## config.mk

```make
export PLATFORM = sky130hd
export DESIGN_NAME = wpsr_top
export DESIGN_NICKNAME = d
export VERILOG_FILES = /design/src/wpsr_sync.v /design/src/wpsr_nvcell.v /design/src/wpsr_top.v
export VERILOG_INCLUDE_DIRS = /design/src /design/src/src
export SDC_FILE = /design/constraint.sdc
export NUM_CORES = 1
export LEC_CHECK = 0
export ABC_CLOCK_PERIOD_IN_PS = 2960
export BUFFER_PORTS_ARGS = -buffer_cell sky130_fd_sc_hd__clkbuf_2
export CORE_ASPECT_RATIO = 1.2
export CORE_MARGIN = 4
export CORE_UTILIZATION = 30
export CTS_CLUSTER_DIAMETER = 60
export DETAILED_ROUTE_END_ITERATION = 12
export GPL_TIMING_DRIVEN = 0
export PLACE_DENSITY = 0.46
export SLEW_MARGIN = 10
export SYNTH_ARGS = -nofsm -noshare
export SYNTH_HDL_FRONTEND = slang
export SYNTH_SLANG_ARGS = --single-unit
```

## constraint.sdc

```tcl
create_clock -name clk -period 2.96 [get_ports clk]
set_clock_uncertainty 0.1 [all_clocks]
set_input_delay 0.592 -clock clk [delete_from_list [all_inputs] [get_ports clk]]
set_output_delay 0.592 -clock clk [all_outputs]
set_load 0.02 [all_outputs]
```

## src/wpsr_regs.vh

```
`ifndef WPSR_REGS_VH
`define WPSR_REGS_VH
// register address and device select
`define WPSR_CSR_ADDR 8'hff
`define WPSR_TYPE_CODE 4'ha
`define WPSR_TYPE_REG 2'b01
`define WPSR_TYPE_MEM 2'b00
`define WPSR_TYPE_POT 2'b01
// field positions
`define WPSR_BIT_WEL 1
`define WPSR_BIT_RWU 2
`define WPSR_BIT_LKLO 3
`define WPSR_BIT_LKHI 4
// command values
`define WPSR_CMD_SET_WEL 8'h02
`define WPSR_CMD_CLR_ALL 8'h00
`define WPSR_CMD_SET_RWU 8'h06
`define WPSR_RSVD_MASK 8'he1
// reset values
`define WPSR_LOCK_RESET 2'b00
// nonvolatile cycle time
`define WPSR_NV_MS 5
`endif

```

## src/wpsr_sync.v

```verilog
`timescale 1ns/1ns
`default_nettype none
module wpsr_sync #(
   parameter W = 1
) (
   input wire clk,
   input wire reset,
   input wire ce,
   input wire [W-1:0] din,
   output reg [W-1:0] dout
);
   reg [W-1:0] meta_q;
   always @(posedge clk) begin
      if (reset) begin
         meta_q <= {W{1'b0}};
         dout <= {W{1'b0}};
      end else if (ce) begin
         meta_q <= din;
         dout <= meta_q;
      end
   end
endmodule
`default_nettype wire

```

## src/wpsr_nvcell.v

```verilog
`include "wpsr_regs.vh"
`timescale 1ns/1ns
`default_nettype none
// nonvolatile lock store; the reset leaves contents alone by design
module wpsr_nvcell (
   input wire clk,
   input wire ce,
   input wire wr,
   input wire [1:0] wdata,
   output reg [1:0] rdata
);
   reg [1:0] cell_q;
   initial cell_q = `WPSR_LOCK_RESET;
   always @(posedge clk) begin
      if (ce) begin
         if (wr) begin
            cell_q <= wdata;
         end
         rdata <= cell_q;
      end
   end
endmodule
`default_nettype wire

```

## src/wpsr_top.v

```verilog
`include "wpsr_regs.vh"
`timescale 1ns/1ns
`default_nettype none
module wpsr_top #(
   parameter CLK_KHZ = 125000,
   parameter NV_CYCLES = `WPSR_NV_MS * CLK_KHZ
) (
   input wire clk,
   input wire reset,
   input wire ce,
   input wire scl_pin,
   input wire sda_in,
   output reg sda_out,
   output reg sda_oe,
   input wire write_protect_pin,
   input wire addr_select_pin,
   output reg [7:0] control_status_reg,
   output reg busy,
   output reg mem_wr,
   output reg [7:0] mem_addr,
   output reg [7:0] mem_wdata,
   output reg pot_wr,
   output reg pot_nv,
   output reg [7:0] pot_wdata
);
   // ****************************************
   // input synchronisers
   // ****************************************
   wire [3:0] sync_w;
   wpsr_sync #(.W(4)) u_sync (
      .clk(clk),
      .reset(reset),
      .ce(ce),
      .din({scl_pin, sda_in, write_protect_pin, addr_select_pin}),
      .dout(sync_w)
   );
   wire scl_s = sync_w[3];
   wire sda_s = sync_w[2];
   wire wp_s = sync_w[1];
   wire asel_s = sync_w[0];
   reg scl_q, sda_q;
   always @(posedge clk) begin
      if (reset) begin
         scl_q <= 1'b1;
         sda_q <= 1'b1;
      end else if (ce) begin
         scl_q <= scl_s;
         sda_q <= sda_s;
      end
   end
   wire scl_rise = scl_s & ~scl_q;
   wire scl_fall = ~scl_s & scl_q;
   wire start_ev = scl_s & scl_q & sda_q & ~sda_s;
   wire stop_ev = scl_s & scl_q & ~sda_q & sda_s;

   // ****************************************
   // state
   // ****************************************
   localparam ST_IDLE = 3'd0;
   localparam ST_DSEL = 3'd1;
   localparam ST_ADDR = 3'd2;
   localparam ST_DATA = 3'd3;
   localparam ST_RD = 3'd4;
   localparam ST_RDACK = 3'd5;
   localparam ST_SKIP = 3'd6;
   localparam NVW = 32;
   localparam [NVW-1:0] NV_LOAD = NV_CYCLES;

   reg [2:0] st_q;
   reg [3:0] bit_q;
   reg [7:0] sh_q;
   reg [1:0] kind_q;
   reg rd_q, ack_q, nack_q, nbytes_q;
   reg [7:0] addr_q;
   reg [7:0] csr_addr_q;
   reg wel_q, rwu_q;
   reg pend_q;
   reg ack_go_q;
   reg [1:0] pend_lock_q;
   reg pend_rwu_q;
   reg csr_pend_q;
   reg [7:0] csr_pend_val_q;
   reg [1:0] mem_cnt_q;
   reg nv_wr;
   reg [NVW-1:0] nv_cnt_q;
   wire [1:0] lock_w;
   reg array_pend_q, pot_pend_q;
   reg [7:0] data_pend_q;

   wpsr_nvcell u_nv (
      .clk(clk),
      .ce(ce),
      .wr(nv_wr),
      .wdata(pend_lock_q),
      .rdata(lock_w)
   );

   // address is protected by lock setting
   function prot;
      input [1:0] lk;
      input [7:0] a;
      begin
         case (lk)
            2'b01: prot = (a[7:6] == 2'b11);
            2'b10: prot = a[7];
            2'b11: prot = 1'b1;
            default: prot = 1'b0;
         endcase
      end
   endfunction

   wire [7:0] csr_w = {3'b000, lock_w, rwu_q, wel_q, 1'b0};
   wire sel_ok = (sh_q[7:4] == `WPSR_TYPE_CODE) && (sh_q[3] == asel_s);

   // ****************************************
   // serial engine and latches
   // ****************************************
   always @(posedge clk) begin
      if (reset) begin
         st_q <= ST_IDLE;
         bit_q <= 4'd0;
         sh_q <= 8'h00;
         kind_q <= 2'b00;
         rd_q <= 1'b0;
         ack_q <= 1'b0;
         nack_q <= 1'b0;
         nbytes_q <= 1'b0;
         addr_q <= 8'h00;
         csr_addr_q <= 8'h00;
         wel_q <= 1'b0;
         rwu_q <= 1'b0;
         pend_q <= 1'b0;
         pend_lock_q <= `WPSR_LOCK_RESET;
         pend_rwu_q <= 1'b0;
         ack_go_q <= 1'b0;
         csr_pend_q <= 1'b0;
         csr_pend_val_q <= 8'h00;
         array_pend_q <= 1'b0;
         pot_pend_q <= 1'b0;
         data_pend_q <= 8'h00;
         nv_wr <= 1'b0;
         nv_cnt_q <= {NVW{1'b0}};
         busy <= 1'b0;
         sda_out <= 1'b0;
         sda_oe <= 1'b0;
         control_status_reg <= 8'h00;
         mem_wr <= 1'b0;
         mem_addr <= 8'h00;
         mem_wdata <= 8'h00;
         pot_wr <= 1'b0;
         pot_nv <= 1'b0;
         pot_wdata <= 8'h00;
         mem_cnt_q <= 2'd0;
      end else if (ce) begin
         nv_wr <= 1'b0;
         mem_wr <= 1'b0;
         pot_wr <= 1'b0;
         control_status_reg <= csr_w;
         ack_go_q <= 1'b0;
         // nonvolatile busy cycle; inputs ignored meanwhile
         if (busy) begin
            if (nv_cnt_q == {NVW{1'b0}}) begin
               busy <= 1'b0;
               nv_wr <= pend_q;
               pend_q <= 1'b0;
            end else begin
               nv_cnt_q <= nv_cnt_q - 1'b1;
            end
         end else if (stop_ev) begin
            st_q <= ST_IDLE;
            sda_oe <= 1'b0;
            if (csr_pend_q) begin
               csr_pend_q <= 1'b0;
               if (csr_pend_val_q == `WPSR_CMD_CLR_ALL) begin
                  wel_q <= 1'b0;
                  rwu_q <= 1'b0;
               end else if (csr_pend_val_q == `WPSR_CMD_SET_WEL && !rwu_q) begin
                  wel_q <= 1'b1;
               end else if (csr_pend_val_q == `WPSR_CMD_SET_RWU) begin
                  rwu_q <= wel_q;
               end else if (rwu_q) begin
                  // lock update: unlock bit set keeps locks, else nv cycle unless protect pin is high
                  if (csr_pend_val_q[`WPSR_BIT_RWU]) begin
                     rwu_q <= 1'b1;
                  end else begin
                     rwu_q <= 1'b0;
                     if (!wp_s) begin
                        pend_q <= 1'b1;
                        pend_lock_q <= csr_pend_val_q[`WPSR_BIT_LKHI:`WPSR_BIT_LKLO];
                        busy <= 1'b1;
                        nv_cnt_q <= NV_LOAD;
                     end
                  end
               end
            end
            if (array_pend_q) begin
               array_pend_q <= 1'b0;
               mem_wr <= 1'b1;
               mem_addr <= addr_q;
               mem_wdata <= data_pend_q;
               busy <= 1'b1;
               nv_cnt_q <= NV_LOAD;
            end
            if (pot_pend_q) begin
               pot_pend_q <= 1'b0;
               pot_wr <= 1'b1;
               pot_nv <= ~wp_s;
               pot_wdata <= data_pend_q;
            end
         end else if (start_ev) begin
            st_q <= ST_DSEL;
            bit_q <= 4'd0;
            sda_oe <= 1'b0;
            nbytes_q <= 1'b0;
            csr_pend_q <= 1'b0;
            array_pend_q <= 1'b0;
            pot_pend_q <= 1'b0;
         end else if (st_q != ST_IDLE && st_q != ST_SKIP) begin
            if (scl_rise && bit_q < 4'd8) begin
               sh_q <= {sh_q[6:0], sda_s};
               bit_q <= bit_q + 1'b1;
            end else if (scl_rise && bit_q == 4'd8) begin
               nack_q <= sda_s;
               bit_q <= 4'd9;
            end else if (scl_fall && bit_q == 4'd8 && st_q != ST_RD) begin
               // ack goes out a cycle later, once the decision below has landed
               ack_go_q <= 1'b1;
            end else if (scl_fall && bit_q == 4'd9) begin
               sda_oe <= 1'b0;
               bit_q <= 4'd0;
               if (!ack_q && st_q != ST_RD) begin
                  st_q <= ST_SKIP;
               end else if (st_q == ST_RD && !nbytes_q) begin
                  // select ack done: first register bit goes out now
                  nbytes_q <= 1'b1;
                  sda_oe <= ~csr_w[7];
                  sda_out <= 1'b0;
               end else if (st_q == ST_RD) begin
                  st_q <= ST_SKIP;
               end
            end else if (scl_fall && bit_q == 4'd8) begin
               sda_oe <= 1'b0;
            end
            if (ack_go_q) begin
               sda_oe <= ack_q;
               sda_out <= 1'b0;
            end
            // decide ack at eighth bit of each byte
            if (scl_fall && bit_q == 4'd8 && st_q != ST_RD) begin
               case (st_q)
                  ST_DSEL: begin
                     ack_q <= sel_ok;
                     kind_q <= sh_q[2:1];
                     rd_q <= sh_q[0];
                     if (sel_ok && sh_q[0]) begin
                        st_q <= ST_RD;
                     end else begin
                        st_q <= ST_ADDR;
                     end
                  end
                  ST_ADDR: begin
                     addr_q <= sh_q;
                     st_q <= ST_DATA;
                     if (kind_q == `WPSR_TYPE_MEM && prot(lock_w, sh_q)) begin
                        ack_q <= 1'b0;
                        rwu_q <= 1'b0;
                     end else begin
                        ack_q <= 1'b1;
                     end
                     if (kind_q == `WPSR_TYPE_REG) csr_addr_q <= sh_q;
                  end
                  ST_DATA: begin
                     nbytes_q <= 1'b1;
                     data_pend_q <= sh_q;
                     if (!wel_q && sh_q != `WPSR_CMD_SET_WEL) begin
                        ack_q <= 1'b0;
                     end else if (nbytes_q && kind_q == `WPSR_TYPE_REG) begin
                        ack_q <= 1'b0;
                        csr_pend_q <= 1'b0;
                     end else if (kind_q == `WPSR_TYPE_REG) begin
                        ack_q <= (addr_q == `WPSR_CSR_ADDR);
                        csr_pend_q <= (addr_q == `WPSR_CSR_ADDR);
                        csr_pend_val_q <= sh_q & ~`WPSR_RSVD_MASK;
                     end else if (kind_q == `WPSR_TYPE_MEM) begin
                        ack_q <= ~wp_s && ~prot(lock_w, addr_q);
                        array_pend_q <= ~wp_s && ~prot(lock_w, addr_q);
                     end else begin
                        ack_q <= (lock_w == 2'b00);
                        pot_pend_q <= (lock_w == 2'b00);
                     end
                  end
                  default: ack_q <= 1'b0;
               endcase
            end
            // read: shift register contents out, reads leave latches alone
            if (st_q == ST_RD && scl_fall && bit_q < 4'd8) begin
               sda_oe <= ~csr_w[3'd7 - bit_q[2:0]];
               sda_out <= 1'b0;
            end
            if (st_q == ST_RD && scl_fall && bit_q == 4'd8) begin
               sda_oe <= 1'b0;
            end
         end
         mem_cnt_q <= mem_cnt_q;
      end
   end
endmodule
`default_nettype wire

```

==> results of run 1 <==
metrics by stage:
stage | hold slack (ns) | util, % | total power, mW | setup TNS, ns | setup slack (ns)
6_report | 0.319 | 36.6 | 3.80 | 0 | 0.418
5_1_grt | 0.322 | 36.6 | 3.94 | 0 | 0.0952
4_1_cts | 0.306 | 36.6 | 3.85 | 0 | 0.151
3_5_place_dp | 0.308 | 33.7 | 1.89 | -5.23 | -0.286
3_3_place_gp | 0.303 | 33.7 | 1.88 | -4.74 | -0.243
2_1_floorplan | 0.300 | - | 1.85 | 0 | 0.842
critical path: cells and delay by family (launching register included):
family / cells / cell delay (ns)
buffers and inverters: 4 / 1.01
AND/OR/NAND/NOR: 4 / 0.77
AO/OA/AOI/OAI: 1 / 0.23
flip-flops: 1 / 0.30
layer usage:
metal  vias to the layer above  track usage, %  wire length, µm
met3                        26            3.52              554
met5                         -               0                0
met4                         0            5.82              325
li1                       2494               -                -
met2                        90            25.8             8070
met1                      2392            18.2             6970
report_power, final:
group          internal (mW)  total [mW]  switching [mW]
clock                   1.19        1.95           0.755
combinational         0.0287       0.102          0.0730
sequential              1.74        1.75         0.00691
layout make-up:
type / instances / area, µm² / area share (%)
clock inverter: 9 / 86.3 / 1.24
clock buffer: 22 / 464 / 6.65
buffer: 42 / 195 / 2.80
timing repair buffer: 39 / 195 / 2.80
sequential: 128 / 2600 / 37.3
inverter: 9 / 33.8 / 0.484
tap: 256 / 320 / 4.59
multi-input combinational: 498 / 3090 / 44.2
cell families (layout without fill, tap and decap cells):
family          after synthesis  after routing  synth area share [%]
simple gates                304            304                  27.4
flops                       128            128                  44.1
fa+ha+maj                     4              4                 0.848
compound gates              108            108                  11.2
buf+inv                      51            121                  3.88
other cells                   1              5                0.0636
xor+xnor                     27             27                  4.01
mux                          50             50                  8.48
worst paths after layout:
| check | start | endpoint | depth (start not counted) |
|---|---|---|---|
| worst min register to register | u_nv.cell_q[0] | u_nv.rdata[0] | 0 |
| worst max register to register | u_sync.dout[3] | nv_cnt_q[4] | 9 |
| worst max-delay path | u_sync.dout[3] | nv_cnt_q[4] | 9 |
| worst min-delay path | u_nv.cell_q[0] | u_nv.rdata[0] | 0 |
cell usage in the layout, fill, tap and decap left out, types with 4 or more instances in the layout:
cell type	n
sky130_fd_sc_hd__o21ai_0	16
sky130_fd_sc_hd__or3_1	9
sky130_fd_sc_hd__nand4_1	14
sky130_fd_sc_hd__nor3b_1	4
sky130_fd_sc_hd__a21oi_1	56
sky130_fd_sc_hd__ha_1	4
sky130_fd_sc_hd__nor4_1	5
sky130_fd_sc_hd__nand3b_1	6
sky130_fd_sc_hd__buf_4	7
sky130_fd_sc_hd__nor2_1	95
sky130_fd_sc_hd__inv_1	9
sky130_fd_sc_hd__conb_1	5
sky130_fd_sc_hd__a21o_1	4
sky130_fd_sc_hd__nor2b_1	5
sky130_fd_sc_hd__nand3_1	22
sky130_fd_sc_hd__o41ai_1	4
sky130_fd_sc_hd__nand4b_1	4
sky130_fd_sc_hd__dfxtp_1	124
sky130_fd_sc_hd__nand2_1	71
sky130_fd_sc_hd__and3_1	8
sky130_fd_sc_hd__nor3_1	16
sky130_fd_sc_hd__mux2i_1	50
sky130_fd_sc_hd__nand2b_1	7
sky130_fd_sc_hd__o211ai_1	4
sky130_fd_sc_hd__clkbuf_16	17
sky130_fd_sc_hd__clkbuf_1	27
sky130_fd_sc_hd__xnor2_1	6
sky130_fd_sc_hd__xor2_1	21
sky130_fd_sc_hd__buf_2	9
sky130_fd_sc_hd__edfxtp_1	4
sky130_fd_sc_hd__clkbuf_2	39
==> impl_table.tex, run 1 <==
\begin{tabular}{lr}
\hline
Metric & Value \\
\hline
\multicolumn{2}{l}{\textbf{Drt}} \\
\quad Via total after detailed routing & 5002 \\
\quad Number of DRC markers after the initial detailed-route iteration & around 280 \\
\quad Number of nets with antenna violations after detailed routing & 0 \\
\quad Number of iterations in the first detailed-routing pass & 4 \\
\quad Routed len/inst & 15.9 µm \\
\quad Total wire length after detailed routing & around 16 mm \\
\quad Drt drc & 0 \\
\quad Average via count per standard cell & 4.99 \\
\multicolumn{2}{l}{\textbf{Timing}} \\
\quad Actual slew at the worst max-slew pin & 0.722 ns \\
\quad Max frequency & 393 MHz \\
\quad Number of failing hold endpoints at the final stage & 0 \\
\quad Post-route minimum period & 2.54 ns \\
\quad RSZ-0062 raised after global routing & no \\
\quad Relative slew slack & around half \\
\quad Fraction of the cycle the final worst path needs & 85.9\% \\
\quad Total of endpoints with negative setup slack in the final report & 0 \\
\quad Max Transition Viols Final & 0 \\
\multicolumn{2}{l}{\textbf{Critical path}} \\
\quad Type of the worst setup path & flop to flop \\
\quad Worst Setup Start Kind & flop \\
\quad Worst Path Arrival & between 2 and 3 ns \\
\quad Critical-path maximum fanout & 10 \\
\quad Worst-case register-to-register setup slack & between 0.4 and 0.5 ns \\
\quad Type of element capturing the critical path & flop \\
\quad Max incr delay on CP & between 0.4 and 0.5 ns \\
\quad Cell occurring most often along the worst timing path & sky130\_fd\_sc\_hd\_\_buf\_2 \\
\quad Standard cell with the maximum stage delay on the critical path & sky130\_fd\_sc\_hd\_\_clkbuf\_1 \\
\quad List of cells traversed by the critical path & buf\_2 > and4b\_1 > buf\_2 > nand2\_1 > a21o\_1 > buf\_2 > nand2\_1 > clkbuf\_1 > nor2\_1 \\
\quad Data required, critical path & approximately 3.1 ns \\
\multicolumn{2}{l}{\textbf{Synth}} \\
\quad Cell variety after synth & 65 \\
\quad Fraction of synthesis flops using an asynchronous set or reset pin & 0\% \\
\quad Sequential share of the synthesized area & $\sim$44\% \\
\quad Gate count after technology mapping & 673 \\
\quad Number of synthesized flops with an enable pin & 4 \\
\quad Most common cell in the netlist & sky130\_fd\_sc\_hd\_\_dfxtp\_1 \\
\quad Post-synth top flop & sky130\_fd\_sc\_hd\_\_dfxtp\_1 \\
\quad Leading area contributor after synthesis & sky130\_fd\_sc\_hd\_\_dfxtp\_1 \\
\quad Yosys warnings & 0 \\
\quad Area share of the largest cell type after synthesis & 42.1\% \\
\quad Post-synth top cells & sky130\_fd\_sc\_hd\_\_dfxtp\_1 (124), sky130\_fd\_sc\_hd\_\_nor2\_1 (95), sky130\_fd\_sc\_hd\_\_nand2\_1 (71) \\
\quad Average footprint of a synthesized cell & 8.77 µm² \\
\quad Synth area leaders & sky130\_fd\_sc\_hd\_\_dfxtp\_1 (42\%), sky130\_fd\_sc\_hd\_\_mux2i\_1 (8.5\%), sky130\_fd\_sc\_hd\_\_nor2\_1 (6.0\%) \\
\quad Cell area after synthesis & just under 6000 µm² \\
\quad Synthesis-stage register bit count & 128 \\
\multicolumn{2}{l}{\textbf{Place}} \\
\quad Post-placement cell area & approximately 6400 µm² \\
\quad PortBufs & 39 \\
\quad Detailed-placement wirelength estimate & 11.6 mm \\
\quad Final weighted congestion in routability-driven placement & 0.850 \\
\quad Instance count after placement with tap cells included & 972 \\
\multicolumn{2}{l}{\textbf{Power and ir drop}} \\
\quad Power density relative to cell area & 544 nW/µm² \\
\quad Lkg Pwr & 2.65 nW \\
\quad Peak supply drop & 0.000390 V \\
\multicolumn{2}{l}{\textbf{Flow run}} \\
\quad Max-capacitance violation count & 0 \\
\multicolumn{2}{l}{\textbf{Clock tree}} \\
\quad Number of cells upsized or downsized after cts & 0 \\
\quad TritonCTS clock tree & built \\
\quad Hold buffers post-CTS & 0 \\
\quad Number of buffers inserted during clock tree synthesis & 17 \\
\quad Root buf cell & sky130\_fd\_sc\_hd\_\_clkbuf\_16 \\
\quad Max Buffers Root-to-Sink & 2 \\
\quad Clock-pin slew of the registers on the worst-case setup and hold paths & 0.06 ns \\
\quad CTS H-Tree Depth & 4 \\
\quad Worst-skew pair later-pin latency & 0.41 ns \\
\quad Number of setup buffers added after CTS & 0 \\
\quad Number of sinks on the clock net & 128 \\
\multicolumn{2}{l}{\textbf{Worst hold path}} \\
\quad Class of the tightest hold or removal check & flop to flop \\
\multicolumn{2}{l}{\textbf{Global routing}} \\
\quad Initial antenna violation count & 0 \\
\quad Global route total overflow & 0 \\
\quad Gr usage total & 15.1\% \\
\quad Maximum number of pins on one net before global-route repair & 17 \\
\quad Wire length of the first global-routing pass & 26.0 mm \\
\quad Vias in the first global route & 4898 \\
\multicolumn{2}{l}{\textbf{Cells and area}} \\
\quad Filler Cell Count & about 2000 \\
\quad Count of non-filler cells in the finished layout & 1003 \\
\quad Number of inserted diodes & 0 \\
\quad Ratio of cells with drive above 1 in the final layout & 14.5\% \\
\quad Area growth from synthesis to final layout & 18.4\% \\
\quad Most flops, register & nv\_cnt\_q \\
\quad Layout Nets & around 750 \\
\quad Number of flip-flops in the largest register & 32 \\
\quad Finished Cell Area & 6980 µm² \\
\multicolumn{2}{l}{\textbf{Die}} \\
\quad Die Y & around 160 µm \\
\quad Die width & 136 µm \\
\quad Row count & 55 \\
\quad Core area & 19100 µm² \\
\quad Count of boundary I/O pins & 45 \\
\quad Die area & 22000 µm² \\
\quad Effective utilization at floorplan & 30.9\% \\
\multicolumn{2}{l}{\textbf{Outcome}} \\
\quad Outcome & finished clean \\
\hline
\end{tabular}
No activity file was read; power rests on OpenSTA's default activity.
==> run 2, diff against run 1 <==
--- a/config.mk
+++ b/config.mk
@@ -8,14 +8,14 @@
 export LEC_CHECK = 0
 export ABC_CLOCK_PERIOD_IN_PS = 2960
 export BUFFER_PORTS_ARGS = -buffer_cell sky130_fd_sc_hd__clkbuf_2
-export CORE_ASPECT_RATIO = 1.2
 export CORE_MARGIN = 4
 export CORE_UTILIZATION = 30
 export CTS_CLUSTER_DIAMETER = 60
 export DETAILED_ROUTE_END_ITERATION = 12
 export GPL_TIMING_DRIVEN = 0
-export PLACE_DENSITY = 0.46
-export SLEW_MARGIN = 10
+export PLACE_DENSITY = 0.45
+export SLEW_MARGIN = 5
 export SYNTH_ARGS = -nofsm -noshare
 export SYNTH_HDL_FRONTEND = slang
+export SYNTH_HIERARCHICAL = 1
 export SYNTH_SLANG_ARGS = --single-unit
==> run 2 against run 1 <==
Compared with the run above:
- die area increased by 3.7%
- final cell count increased by 4.0%
- first-iteration DRC count increased by 25%
- synthesized area increased by 4.0%
- sequential share of layout area decreased by 1.6 points
- critical path type unchanged
- critical endpoint is now nv_wr
- highest routed layer unchanged
==> impl_table.tex, run 2 <==
\begin{tabular}{lr}
\hline
Metric & Value \\
\hline
\multicolumn{2}{l}{\textbf{Synth}} \\
\quad Synthesis-stage register bit count & 128 (unchanged) \\
\quad Average footprint of a synthesized cell & 8.79 µm² (was 8.77 µm²) \\
\quad Sequential share of the synthesized area & 42.4\% (was 44.1\%) \\
\quad Simple-Gate Fraction of Synth Area & 24.9\% (was 27.4\%) \\
\quad Post-synth top cells & sky130\_fd\_sc\_hd\_\_dfxtp\_1 (124), sky130\_fd\_sc\_hd\_\_nor2\_1 (72), sky130\_fd\_sc\_hd\_\_nand2\_1 (59) (was sky130\_fd\_sc\_hd\_\_dfxtp\_1 (124), sky130\_fd\_sc\_hd\_\_nor2\_1 (95), sky130\_fd\_sc\_hd\_\_nand2\_1 (71)) \\
\quad Largest family of logic cells by synthesized area & simple AND/OR/NAND/NOR gates (unchanged) \\
\quad Yosys warnings & 6 (was 0) \\
\quad Gate count after technology mapping & 698 (was 673) \\
\quad Area share of the largest cell type after synthesis & 40.5\% (was 42.1\%) \\
\quad Area share of fa/ha/maj cells after synthesis & 0.816\% (was 0.848\%) \\
\quad Cell area after synthesis & 6130 µm² (was 5900 µm²) \\
\quad Cell variety after synth & 75 (was 65) \\
\quad Post-synth top flop & sky130\_fd\_sc\_hd\_\_dfxtp\_1 (unchanged) \\
\quad Synth area leaders & sky130\_fd\_sc\_hd\_\_dfxtp\_1 (40\%), sky130\_fd\_sc\_hd\_\_mux2i\_1 (9.5\%), sky130\_fd\_sc\_hd\_\_a21oi\_1 (4.7\%) (was sky130\_fd\_sc\_hd\_\_dfxtp\_1 (42\%), sky130\_fd\_sc\_hd\_\_mux2i\_1 (8.5\%), sky130\_fd\_sc\_hd\_\_nor2\_1 (6.0\%)) \\
\quad Most common cell in the netlist & sky130\_fd\_sc\_hd\_\_dfxtp\_1 (unchanged) \\
\quad Post-synthesis compound-gate area fraction & 16.4\% (was 11.2\%) \\
\quad Fraction of synthesized area in multiplexers & 9.65\% (was 8.48\%) \\
\quad XOR/XNOR share of the synthesized area & 0.571\% (was 4.01\%) \\
\quad Number of synthesized flops with an enable pin & 4 (unchanged) \\
\quad Fraction of synthesis flops using an asynchronous set or reset pin & 0\% (unchanged) \\
\quad Leading area contributor after synthesis & sky130\_fd\_sc\_hd\_\_dfxtp\_1 (unchanged) \\
\multicolumn{2}{l}{\textbf{Power and ir drop}} \\
\quad Peak supply drop & 0.000428 V (was 0.000390 V) \\
\quad Power density relative to cell area & 546 nW/µm² (was 544 nW/µm²) \\
\quad Lkg Pwr & 2.70 nW (was 2.65 nW) \\
\multicolumn{2}{l}{\textbf{Outcome}} \\
\quad Outcome & finished clean (unchanged) \\
\multicolumn{2}{l}{\textbf{Die}} \\
\quad Effective utilization at floorplan & 30.4\% (was 30.9\%) \\
\quad Core area & 20200 µm² (was 19100 µm²) \\
\quad Count of boundary I/O pins & 45 (unchanged) \\
\quad Row count & 52 (was 55) \\
\quad Die Y & 151 µm (was 162 µm) \\
\quad Die area & 22800 µm² (was 22000 µm²) \\
\quad Die width & 151 µm (was 136 µm) \\
\multicolumn{2}{l}{\textbf{Clock tree}} \\
\quad Root buf cell & sky130\_fd\_sc\_hd\_\_clkbuf\_16 (unchanged) \\
\quad TritonCTS clock tree & built (unchanged) \\
\quad CTS H-Tree Depth & 4 (unchanged) \\
\quad Worst-skew pair later-pin latency & 0.43 ns (was 0.41 ns) \\
\quad Hold buffers post-CTS & 0 (unchanged) \\
\quad Number of sinks on the clock net & 128 (unchanged) \\
\quad Number of buffers inserted during clock tree synthesis & 17 (unchanged) \\
\quad Max Buffers Root-to-Sink & 2 (unchanged) \\
\quad Clock-pin slew of the registers on the worst-case setup and hold paths & 0.06 ns (about the same) \\
\multicolumn{2}{l}{\textbf{Cells and area}} \\
\quad Most flops, register & nv\_cnt\_q (unchanged) \\
\quad Area growth from synthesis to final layout & 19.0\% (was 18.4\%) \\
\quad Filler Cell Count & 2145 (was 1991) \\
\quad Number of inserted diodes & 0 (unchanged) \\
\quad Number of flip-flops in the largest register & 32 (unchanged) \\
\quad Final core utilization & 36.2\% (was 36.6\%) \\
\quad Ratio of cells with drive above 1 in the final layout & 15.5\% (was 14.5\%) \\
\quad Layout Nets & 771 (was 746) \\
\quad Count of non-filler cells in the finished layout & 1043 (was 1003) \\
\quad Commonest non-fill, non-tap cell in the layout & sky130\_fd\_sc\_hd\_\_dfxtp\_1 (unchanged) \\
\quad Commonest non-fill, non-tap cells in the layout & sky130\_fd\_sc\_hd\_\_dfxtp\_1 (124), sky130\_fd\_sc\_hd\_\_nor2\_1 (72), sky130\_fd\_sc\_hd\_\_nand2\_1 (59), sky130\_fd\_sc\_hd\_\_mux2i\_1 (58), sky130\_fd\_sc\_hd\_\_a21oi\_1 (57) (was sky130\_fd\_sc\_hd\_\_dfxtp\_1 (124), sky130\_fd\_sc\_hd\_\_nor2\_1 (95), sky130\_fd\_sc\_hd\_\_nand2\_1 (71), sky130\_fd\_sc\_hd\_\_a21oi\_1 (56), sky130\_fd\_sc\_hd\_\_mux2i\_1 (50)) \\
\multicolumn{2}{l}{\textbf{Global routing}} \\
\quad Vias in the first global route & 5272 (was 4898) \\
\quad M3 GR Usage & 3.80\% (was 3.52\%) \\
\quad Initial antenna violation count & 0 (unchanged) \\
\quad Gr usage total & 16.7\% (was 15.1\%) \\
\quad Maximum number of pins on one net before global-route repair & 17 (unchanged) \\
\quad Met2 GRT Util & 24.7\% (was 25.8\%) \\
\quad Global route total overflow & 0 (unchanged) \\
\quad Wire length of the first global-routing pass & 29.5 mm (was 26.0 mm) \\
\quad Met1 demand-to-capacity share in global routing & 23.9\% (was 18.2\%) \\
\quad Busiest layer in global routing & met2 (unchanged) \\
\multicolumn{2}{l}{\textbf{Drt}} \\
\quad Number of iterations in the first detailed-routing pass & 5 (was 4) \\
\quad Average via count per standard cell & 5.30 (was 4.99) \\
\quad Number of DRC markers after the initial detailed-route iteration & 349 (was 279) \\
\quad Via total after detailed routing & 5528 (was 5002) \\
\quad Routed len/inst & 17.7 µm (was 15.9 µm) \\
\quad Number of nets with antenna violations after detailed routing & 0 (unchanged) \\
\quad Drt drc & 0 (unchanged) \\
\quad Total wire length after detailed routing & 18.5 mm (was 15.9 mm) \\
\multicolumn{2}{l}{\textbf{Flow run}} \\
\quad Max-capacitance violation count & 0 (unchanged) \\
\multicolumn{2}{l}{\textbf{Critical path}} \\
\quad Worst Path Arrival & 3.08 ns (was 2.72 ns) \\
\quad Worst Setup Start Kind & flop (unchanged) \\
\quad Critical-path maximum fanout & 10 (unchanged) \\
\quad Type of the worst setup path & flop to flop (unchanged) \\
\quad Type of element capturing the critical path & flop (unchanged) \\
\quad Data required, critical path & 3.21 ns (was 3.14 ns) \\
\multicolumn{2}{l}{\textbf{Place}} \\
\quad PortBufs & 39 (unchanged) \\
\quad Instance count after placement with tap cells included & 1011 (was 972) \\
\quad Final weighted congestion in routability-driven placement & 0.883 (was 0.850) \\
\quad Detailed-placement wirelength estimate & 13.5 mm (was 11.6 mm) \\
\multicolumn{2}{l}{\textbf{Timing}} \\
\quad Relative slew slack & 42.2\% (was 51.9\%) \\
\quad Post-route minimum period & 2.82 ns (was 2.54 ns) \\
\quad Fraction of the cycle the final worst path needs & 95.3\% (was 85.9\%) \\
\quad Actual slew at the worst max-slew pin & 0.859 ns (was 0.722 ns) \\
\quad Total of endpoints with negative setup slack in the final report & 0 (unchanged) \\
\quad Max Transition Viols Final & 0 (unchanged) \\
\quad Number of failing hold endpoints at the final stage & 0 (unchanged) \\
\quad Max frequency & 354 MHz (was 393 MHz) \\
\multicolumn{2}{l}{\textbf{Worst hold path}} \\
\quad Class of the tightest hold or removal check & input port to flop (was flop to flop) \\
\hline
\end{tabular}
## run 2: cell count changes in the layout (fill, tap and decap cells not counted), moves of 6 or more
cell	before	now
sky130_fd_sc_hd__nor2_1	95	72
sky130_fd_sc_hd__xor2_1	21	3
sky130_fd_sc_hd__nand2_1	71	59
sky130_fd_sc_hd__nor4_1	5	17
sky130_fd_sc_hd__inv_6	0	10
sky130_fd_sc_hd__o31ai_1	3	12
sky130_fd_sc_hd__a31oi_1	3	11
sky130_fd_sc_hd__mux2i_1	50	58
sky130_fd_sc_hd__or4_1	3	11
sky130_fd_sc_hd__nand2b_1	7	14
sky130_fd_sc_hd__or3_1	9	16
sky130_fd_sc_hd__and3_1	8	2
sky130_fd_sc_hd__inv_1	9	15
## run 2: path summary, 6_finish.rpt
check / slack, ns / cells after the start / endpoint / start
worst max-delay path: 0.14 / 9 / nv_wr / nv_cnt_q[0]
worst min-delay path: 0.32 / 3 / u_sync/meta_q[3] / scl_pin
worst min register to register: 0.33 / 0 / u_nv/rdata[1] / u_nv/cell_q[1]
worst max register to register: 0.14 / 9 / nv_wr / nv_cnt_q[0]
## run 2: per-layer routing
| layer | up-vias | share of wire [%] |
|---|---|---|
| li1 | 2695 | - |
| met2 | 141 | 44 |
| met4 | 0 | 1.6 |
| met3 | 22 | 5.0 |
| met5 | - | 0 |
| met1 | 2670 | 50 |
## run 2: what timing repair did
action	in CTS	in global routing
endpoints found under the setup margin	10	24
cloned	0	0
buffers inserted	0	1
pin swaps	0	1
resized for setup	2	5
## run 2: worst max-delay path, stage by stage, from the launching register on
cell                      delay [ns]
sky130_fd_sc_hd__dfxtp_1        0.33
sky130_fd_sc_hd__inv_1          0.10
sky130_fd_sc_hd__ha_1           0.17
sky130_fd_sc_hd__or4b_2         0.59
sky130_fd_sc_hd__or4_4          0.47
sky130_fd_sc_hd__nor3_4         0.27
sky130_fd_sc_hd__buf_4          0.24
sky130_fd_sc_hd__buf_4          0.22
sky130_fd_sc_hd__nand3_1        0.09
sky130_fd_sc_hd__a21oi_1        0.17
## run 2: where the power goes
group | internal [mW] | total [mW] | switching (mW) | leakage, nW
logic | 0.0332 | 0.112 | 0.0783 | 1.36
clock network | 1.20 | 2.12 | 0.921 | 0.288
registers | 1.74 | 1.75 | 0.0110 | 1.05
## run 2: cell type report
type / count / area, µm² / area share [%]
Buffer: 52 / 255 / 3.50
Clock buffer: 17 / 425 / 5.83
Clock inverter: 15 / 164 / 2.25
Inverter: 15 / 56.3 / 0.772
Multi-Input combinational cell: 506 / 3250 / 44.6
Sequential cell: 128 / 2600 / 35.7
Tap cell: 270 / 338 / 4.63
Timing Repair Buffer: 40 / 203 / 2.78
## run 2: cells by family after synthesis
logic type,after synthesis
compound gates,152
xor+xnor,4
fa+ha+maj,4
buf+inv,68
flops,128
mux,59
other cells,1
simple gates,282
## run 2: through the flow
stage / instance area, µm² / setup slack, ns / hold WS (ns) / total power, mW / TNS (ns)
final: 7300 / 0.138 / 0.316 / 3.98 / 0
after global routing: 7300 / -0.00966 / 0.316 / 4.13 / -0.00966
after CTS: 7270 / 0.0467 / 0.306 / 4.02 / 0
after detailed placement: 6680 / -0.406 / 0.318 / 1.90 / -3.93
after global placement: 6680 / -0.398 / 0.302 / 1.90 / -3.92
after floorplan: 6150 / 0.452 / 0.300 / 1.86 / 0
